### src/logic/epm_cfg.svh
// constants for the eeprom pin mux, strap and reset block
`ifndef EPM_CFG_SVH
`define EPM_CFG_SVH
`define EPM_FUNC_EEPROM  2'h0
`define EPM_FUNC_GPO     2'h1
`define EPM_FUNC_MON_A   2'h2
`define EPM_FUNC_MON_B   2'h3
`define EPM_STRAP_RST    1'b0
`define EPM_REF_MHZ      25
`define EPM_POR_CYCLES   16
`define EPM_POR_W        5
`endif

### src/logic/epm_pkg.sv
// types for the eeprom pin mux, strap and reset block
`include "epm_cfg.svh"
package epm_pkg;
    typedef enum logic [1:0] {
        EPM_EEPROM = 2'b00,
        EPM_GPO    = 2'b01,
        EPM_MON_A  = 2'b10,
        EPM_MON_B  = 2'b11
    } epm_func_e;
    typedef enum logic [1:0] {
        EPM_ST_RESET   = 2'b00,
        EPM_ST_LOCKED  = 2'b01,
        EPM_ST_OPEN    = 2'b10
    } epm_wr_e;
endpackage

### src/logic/epm_pin_mux.sv
// pin mux for eeprom pins, bus width strap, reset and pair swap
`include "epm_cfg.svh"
module epm_pin_mux (
    input  wire logic               clk_i,
    input  wire logic               rst_i,
    input  wire logic               reset_in_n_i,
    input  wire epm_pkg::epm_func_e data_func_i,
    input  wire epm_pkg::epm_func_e clock_func_i,
    input  wire logic               func_load_i,
    input  wire logic               ee_cs_req_i,
    input  wire logic               ee_clk_req_i,
    input  wire logic               ee_dout_i,
    input  wire logic               ee_doe_i,
    input  wire logic               general_output_a_i,
    input  wire logic               general_output_b_i,
    input  wire logic               mii_tx_en_i,
    input  wire logic               mii_tx_clk_i,
    input  wire logic               mii_rx_dv_i,
    input  wire logic               mii_rx_clk_i,
    input  wire logic               eeprom_data_pin_i,
    output logic                    eeprom_data_pin_o,
    output logic                    eeprom_data_pin_oe_n_o,
    output logic                    eeprom_clock_pin_o,
    output logic                    eeprom_chip_select_o,
    output logic                    ee_din_o,
    output logic                    bus_width_32_o,
    input  wire logic               host_rd_i,
    input  wire logic               host_wr_i,
    input  wire logic               power_save_exit_i,
    output logic                    host_wr_ok_o,
    input  wire logic               crossover_enable_strap_i,
    input  wire logic               reversal_detected_i,
    input  wire logic               reversal_manual_i,
    output logic                    pair_swap_o,
    output logic                    sys_rst_o
);
    import epm_pkg::*;

    // power-on counter, reset pin and strap synchronisers
    logic [`EPM_POR_W-1:0] por_q, por_d;
    logic [1:0]            rstn_sync_q, rstn_sync_d;
    logic [1:0]            strap_sync_q, strap_sync_d;
    logic [1:0]            xov_sync_q, xov_sync_d;
    logic [1:0]            rev_sync_q, rev_sync_d;
    logic [1:0]            man_sync_q, man_sync_d;
    logic                  int_rst;
    logic                  int_rst_q, int_rst_d;
    logic                  strap_q, strap_d;
    logic                  xov_q, xov_d;
    epm_func_e             dfunc_q, dfunc_d;
    epm_func_e             cfunc_q, cfunc_d;
    epm_wr_e               wr_q, wr_d;
    logic                  dout_q, dout_d;
    logic                  doen_q, doen_d;
    logic                  cout_q, cout_d;
    logic                  cs_q, cs_d;
    logic                  din_q, din_d;
    logic                  swap_q, swap_d;

    // borrowed pin check, shared by both pins
    function automatic logic borrowed(input epm_func_e f);
        borrowed = (f != EPM_EEPROM);
    endfunction

    // internal reset: por count plus synchronised pin
    always_comb begin
        por_d        = (por_q == `EPM_POR_W'(`EPM_POR_CYCLES)) ? por_q : por_q + `EPM_POR_W'(1);
        rstn_sync_d  = {rstn_sync_q[0], reset_in_n_i};
        strap_sync_d = {strap_sync_q[0], eeprom_data_pin_i};
        xov_sync_d   = {xov_sync_q[0], crossover_enable_strap_i};
        rev_sync_d   = {rev_sync_q[0], reversal_detected_i};
        man_sync_d   = {man_sync_q[0], reversal_manual_i};
        int_rst_d    = !rstn_sync_q[1] || (por_q != `EPM_POR_W'(`EPM_POR_CYCLES));
    end

    always_ff @(posedge clk_i or posedge rst_i) begin
        if (rst_i) begin
            por_q        <= '0;
            rstn_sync_q  <= 2'b00;
            strap_sync_q <= 2'b00;
            xov_sync_q   <= 2'b00;
            rev_sync_q   <= 2'b00;
            man_sync_q   <= 2'b00;
            int_rst_q    <= 1'b1;
        end else begin
            por_q        <= por_d;
            rstn_sync_q  <= rstn_sync_d;
            strap_sync_q <= strap_sync_d;
            xov_sync_q   <= xov_sync_d;
            rev_sync_q   <= rev_sync_d;
            man_sync_q   <= man_sync_d;
            int_rst_q    <= int_rst_d;
        end
    end

    assign int_rst = int_rst_q;

    // main state; straps keep sampling during reset so release freezes them
    always_comb begin
        strap_d = int_rst ? strap_sync_q[1] : strap_q;
        xov_d   = int_rst ? xov_sync_q[1] : xov_q;
        dfunc_d = dfunc_q;
        cfunc_d = cfunc_q;
        if (int_rst) begin
            dfunc_d = EPM_EEPROM;
            cfunc_d = EPM_EEPROM;
        end else if (func_load_i) begin
            dfunc_d = data_func_i;
            cfunc_d = clock_func_i;
        end
        // first read unlocks writes; power save exit relocks
        case (wr_q)
            EPM_ST_RESET:  wr_d = int_rst ? EPM_ST_RESET : EPM_ST_LOCKED;
            EPM_ST_LOCKED: wr_d = host_rd_i ? EPM_ST_OPEN : EPM_ST_LOCKED;
            EPM_ST_OPEN:   wr_d = power_save_exit_i ? EPM_ST_LOCKED : EPM_ST_OPEN;
            default:       wr_d = EPM_ST_RESET;
        endcase
        if (int_rst) begin
            wr_d = EPM_ST_RESET;
        end
        // data pin: strap must not be driven while reset holds it
        dout_d = 1'b0;
        doen_d = 1'b1;
        if (!int_rst) begin
            case (dfunc_q)
                EPM_EEPROM: begin
                    dout_d = ee_dout_i;
                    doen_d = !ee_doe_i;
                end
                EPM_GPO: begin
                    dout_d = general_output_a_i;
                    doen_d = 1'b0;
                end
                EPM_MON_A: begin
                    dout_d = mii_tx_en_i;
                    doen_d = 1'b0;
                end
                EPM_MON_B: begin
                    dout_d = mii_tx_clk_i;
                    doen_d = 1'b0;
                end
                default: begin
                    dout_d = 1'b0;
                    doen_d = 1'b1;
                end
            endcase
        end
        case (cfunc_q)
            EPM_EEPROM: cout_d = ee_clk_req_i;
            EPM_GPO:    cout_d = general_output_b_i;
            EPM_MON_A:  cout_d = mii_rx_dv_i;
            EPM_MON_B:  cout_d = mii_rx_clk_i;
            default:    cout_d = 1'b0;
        endcase
        if (int_rst) begin
            cout_d = 1'b0;
        end
        cs_d   = ee_cs_req_i && !int_rst && !borrowed(dfunc_q) && !borrowed(cfunc_q);
        din_d  = (dfunc_q == EPM_EEPROM) ? strap_sync_q[1] : 1'b0;
        swap_d = int_rst ? 1'b0 : ((xov_q && rev_sync_q[1]) || man_sync_q[1]);
    end

    always_ff @(posedge clk_i or posedge rst_i) begin
        if (rst_i) begin
            strap_q <= `EPM_STRAP_RST;
            xov_q   <= 1'b0;
            dfunc_q <= EPM_EEPROM;
            cfunc_q <= EPM_EEPROM;
            wr_q    <= EPM_ST_RESET;
            dout_q  <= 1'b0;
            doen_q  <= 1'b1;
            cout_q  <= 1'b0;
            cs_q    <= 1'b0;
            din_q   <= 1'b0;
            swap_q  <= 1'b0;
        end else begin
            strap_q <= strap_d;
            xov_q   <= xov_d;
            dfunc_q <= dfunc_d;
            cfunc_q <= cfunc_d;
            wr_q    <= wr_d;
            dout_q  <= dout_d;
            doen_q  <= doen_d;
            cout_q  <= cout_d;
            cs_q    <= cs_d;
            din_q   <= din_d;
            swap_q  <= swap_d;
        end
    end

    // outputs; write permit is a handshake term, so combinational
    assign eeprom_data_pin_o      = dout_q;
    assign eeprom_data_pin_oe_n_o = doen_q;
    assign eeprom_clock_pin_o     = cout_q;
    assign eeprom_chip_select_o   = cs_q;
    assign ee_din_o               = din_q;
    assign bus_width_32_o         = strap_q;
    assign host_wr_ok_o           = (wr_q == EPM_ST_OPEN) && host_wr_i;
    assign pair_swap_o            = swap_q;
    assign sys_rst_o              = int_rst_q;

    // chip select never follows a borrowed pin
    property p_cs_borrowed;
        @(posedge clk_i) disable iff (rst_i)
        (borrowed(dfunc_q) || borrowed(cfunc_q)) |=> !eeprom_chip_select_o;
    endproperty
    a_cs_borrowed: assert property (p_cs_borrowed) else $error("chip select while pin borrowed");

    property p_cs_clk;
        @(posedge clk_i) disable iff (rst_i)
        (cfunc_q == EPM_GPO) |=> !eeprom_chip_select_o;
    endproperty
    a_cs_clk: assert property (p_cs_clk) else $error("chip select while clock pin is gpo");

    property p_gpo_drives;
        @(posedge clk_i) disable iff (rst_i || int_rst)
        (dfunc_q == EPM_GPO) && $stable(dfunc_q) |=> !eeprom_data_pin_oe_n_o;
    endproperty
    a_gpo_drives: assert property (p_gpo_drives) else $error("gpo not driving data pin");

    property p_strap_hold;
        @(posedge clk_i) disable iff (rst_i)
        !int_rst && !$past(int_rst) |-> $stable(bus_width_32_o);
    endproperty
    a_strap_hold: assert property (p_strap_hold) else $error("strap changed after release");

    property p_strap_take;
        @(posedge clk_i) disable iff (rst_i)
        $fell(int_rst) |-> bus_width_32_o == $past(strap_sync_q[1]);
    endproperty
    a_strap_take: assert property (p_strap_take) else $error("strap not latched at release");

    property p_wr_locked;
        @(posedge clk_i) disable iff (rst_i)
        $fell(int_rst) |-> !host_wr_ok_o [*2];
    endproperty
    a_wr_locked: assert property (p_wr_locked) else $error("write allowed before first read");

    property p_wr_open;
        @(posedge clk_i) disable iff (rst_i || int_rst)
        (wr_q == EPM_ST_LOCKED) && host_rd_i && !power_save_exit_i ##1 host_wr_i |-> host_wr_ok_o;
    endproperty
    a_wr_open: assert property (p_wr_open) else $error("write refused after read");

    property p_swap;
        @(posedge clk_i) disable iff (rst_i || int_rst)
        man_sync_q[1] |=> pair_swap_o;
    endproperty
    a_swap: assert property (p_swap) else $error("manual reversal not applied");

    property p_rst_pin;
        @(posedge clk_i) disable iff (rst_i)
        !rstn_sync_q[1] |=> sys_rst_o ##1 (dfunc_q == EPM_EEPROM);
    endproperty
    a_rst_pin: assert property (p_rst_pin) else $error("reset pin ignored");
endmodule

### config.mk
export PLATFORM = sky130hd
export DESIGN_NAME = epm_pin_mux
export DESIGN_NICKNAME = d
export VERILOG_FILES = /design/src/logic/epm_pkg.sv /design/src/logic/epm_pin_mux.sv
export VERILOG_INCLUDE_DIRS = /design/src /design/src/logic
export SDC_FILE = /design/constraint.sdc
export NUM_CORES = 1
export LEC_CHECK = 0
export BUFFER_PORTS_ARGS = -buffer_cell sky130_fd_sc_hd__buf_2
export CAP_MARGIN = 20
export CELL_PAD_IN_SITES_DETAIL_PLACEMENT = 0
export CELL_PAD_IN_SITES_GLOBAL_PLACEMENT = 2
export CORE_MARGIN = 3
export CORE_UTILIZATION = 30
export CTS_BUF_LIST = sky130_fd_sc_hd__clkbuf_4 sky130_fd_sc_hd__clkbuf_8
export CTS_CLUSTER_SIZE = 40
export DETAILED_ROUTE_END_ITERATION = 8
export GPL_ROUTABILITY_DRIVEN = 1
export PLACE_DENSITY_LB_ADDON = 0.08
export SLEW_MARGIN = 20
export SYNTH_ARGS = -nofsm -noshare
export SYNTH_HDL_FRONTEND = slang
export SYNTH_SLANG_ARGS = --single-unit
### constraint.sdc
create_clock -name clk_i -period 2.2 [get_ports clk_i]
set_input_delay 0.55 -clock clk_i [delete_from_list [all_inputs] [get_ports clk_i]]
set_output_delay 0.55 -clock clk_i [all_outputs]
set_load 0.02 [all_outputs]
==> run metrics <==
status=completed; Starting Density=32.0%; CP max stage delay=0.70 ns; initial drt markers=14; Seq/Total Area, Yosys=68.3%; GPL Wtd Cong=0.765; DIE HEIGHT=66.6 um; Final Skew=0.00705 ns; drt via density=4.22; Total GRT Usage=9.82%; largest net degree at the start of global routing=31; Pwr per Cell Area=934 nW/um^2; Root Driver=clkbuf_8; die span in x=66.6 um; Multi-input gate area=330 um^2; Site Rows=21; most numerous cell in the Yosys netlist=dfrtp_1; final wirelength=1.88 mm; H-tree Lvls=2; clk slew on worst S/H paths=0.07 ns; postcts setup bufs=0; worst path required time=1.65 ns; Mapped Cells=77; synth warn=0; Max Fclk=572 MHz; Slew @ Worst Pin=0.366 ns; relative slew slack=75.6%; Crit Path Max Fanout=14; ANT nets after route=0; layout cells sized above 1=44.4%; Final Hold Viols=0; CP max-delay cell=dfstp_2; critical path arrival=1.20 ns; CTS tree=done; antenna violations before repair=0; Top FF cell, synth=dfrtp_1; critical path cell sequence=buf_2; Netlist cell types=22; DRC=0; top cell type's share of synthesized area=63.6%; Slew Viols, Final=0; Core Box Area=3440 um^2; Post-synth ARST share=100%; fill cell total of the finished layout=337; Layout Cells excl Fill=163; Clk Latency, worst-skew pair=0.28 ns; CTS buffer count=5; CTS Sinks=30; Synth top cells by count=dfrtp_1 (28), nor2_1 (8), mux2i_1 (4), xnor2_1 (4); EDFF count, synth=0; boundary pin count=34; syn_area_per_cell=14.3 um^2; number of global-route vias before repair=699; HPWL Detailed=1.32 mm; Die ar.=4440 um^2; delay-heaviest family, CP=flip-flops; WS Path Type=reg2out; CTS hold repair buffers=0; GRT overflow=0; Layout area overhead=33.1%; CP Capture Type=primary output; reg-to-reg slack, setup=0.77 ns; Synth Register Bits=30; via count=688; Register Area=753 um^2; port bufs=33; Lkg Pwr=0.721 nW; Synthesized Nets=104; ranking of synthesized cells by area=dfrtp_1 (64%), dfstp_2 (4.8%), mux4_2 (4.1%), mux2i_1 (3.6%), xnor2_1 (3.2%); Inst Count DP=155; Hold Path Class=in2async; MaxCap Viol Count=0; Finish-stage setup viols=0; clock tree buffer depth=2; CP Buf/Inv Count=1; Ant. Diodes=0; WL/cell=11.5 um; setup TNS=0 ns; post-CTS sizing=0; critical path startpoint category=flip-flop; post-synth top area cell=dfrtp_1; worst vdd ir=0.351 mV; 1st-pass router iterations=2; Mapped Area=1100 um^2; nets=143; fin crit share=79.5%; fin crit period=1.75 ns; unrepaired setup endpoints after global routing=false; first-pass GRT wire length=3.07 mm
## worst paths after layout
kind	from	to	cells after the start
worst max-delay path	sys_rst_o	sys_rst_o	1
worst min register to register	man_sync_q[0]	man_sync_q[1]	0
worst max register to register	por_q[0]	por_q[1]	5
min in group clk_i	man_sync_q[0]	man_sync_q[1]	0
max in group asynchronous	rst_i	eeprom_data_pin_oe_n_o	3
worst min-delay path	rst_i	por_q[3]	3
## final cells by class
cell class                 count  share of cell area [%]
tap                           46                    3.92
clock buffer                   6                    5.63
inverter                       3                   0.767
sequential                    30                    51.3
clock inverter                 2                    4.09
timing repair buffer          34                    11.8
multi-input combinational     42                    22.5
## flip-flops by register name (all words and copies together) (netlist names), 2 cells and up
signal / cells
rev_sync_q: 2
dfunc_q: 2
wr_q: 2
strap_sync_q: 2
rstn_sync_q: 2
man_sync_q: 2
por_q: 5
cfunc_q: 2
xov_sync_q: 2
## through the flow
stage | cell area [um^2] | setup WS, ns | power [mW] | util [%] | hold WS (ns)
3_5_place_dp | 1330 | 0.737 | 0.703 | 38.5 | 0.335
4_1_cts | 1470 | 0.419 | 1.40 | 42.6 | 0.337
3_3_place_gp | 1330 | 0.741 | 0.702 | 38.5 | 0.332
2_1_floorplan | 1100 | 0.780 | 0.660 | - | 0.331
5_1_grt | 1470 | 0.400 | 1.43 | 42.6 | 0.356
6_report | 1470 | 0.452 | 1.37 | 42.6 | 0.332
## power by group
| group | internal, mW | total, mW | switching [mW] |
|---|---|---|---|
| Combinational | 0.0458 | 0.0901 | 0.0443 |
| Clock | 0.483 | 0.681 | 0.198 |
| Sequential | 0.582 | 0.599 | 0.0174 |
| Total | 1.11 | 1.37 | 0.260 |
## placed cells by master, fill, tap and decap left out
| cell type | Yosys | final |
|---|---|---|
| nor3b_1 | 1 | 1 |
| nor3_1 | 1 | 1 |
| clkbuf_8 | 0 | 6 |
| or4b_1 | 1 | 1 |
| mux2i_1 | 4 | 4 |
| inv_1 | 3 | 3 |
| buf_4 | 0 | 1 |
| dfstp_2 | 2 | 2 |
| nor2b_1 | 3 | 3 |
| nand3b_1 | 1 | 1 |
| nor3_2 | 2 | 2 |
| a21oi_1 | 2 | 2 |
| or2_2 | 1 | 1 |
| ha_1 | 2 | 2 |
| nor2_1 | 8 | 8 |
| xnor2_1 | 4 | 4 |
| dfrtp_1 | 28 | 28 |
| nand2b_1 | 1 | 1 |
| nand3_1 | 2 | 2 |
| nand2_1 | 3 | 3 |
| o22a_1 | 1 | 1 |
| mux2_2 | 3 | 3 |
| mux4_2 | 2 | 2 |
| bufinv_16 | 0 | 2 |
| buf_2 | 0 | 33 |
## cell families after synthesis
logic type,share of synthesized area [%]
compound gates,1.70
xor+xnor,3.18
fa+ha+maj,2.27
buf+inv,1.70
flops,68.3
mux,10.8
simple gates,12.0
## per-layer routing
| layer | track usage, % | up-vias | part of all wire (%) |
|---|---|---|---|
| met5 | 0 | - | 0 |
| met4 | 5.33 | 0 | 1.1 |
| met3 | 5.90 | 4 | 8.4 |
| met2 | 15.1 | 23 | 47 |
| met1 | 10.4 | 326 | 44 |
| li1 | - | 335 | - |
Power figures use the tool's default switching activity.
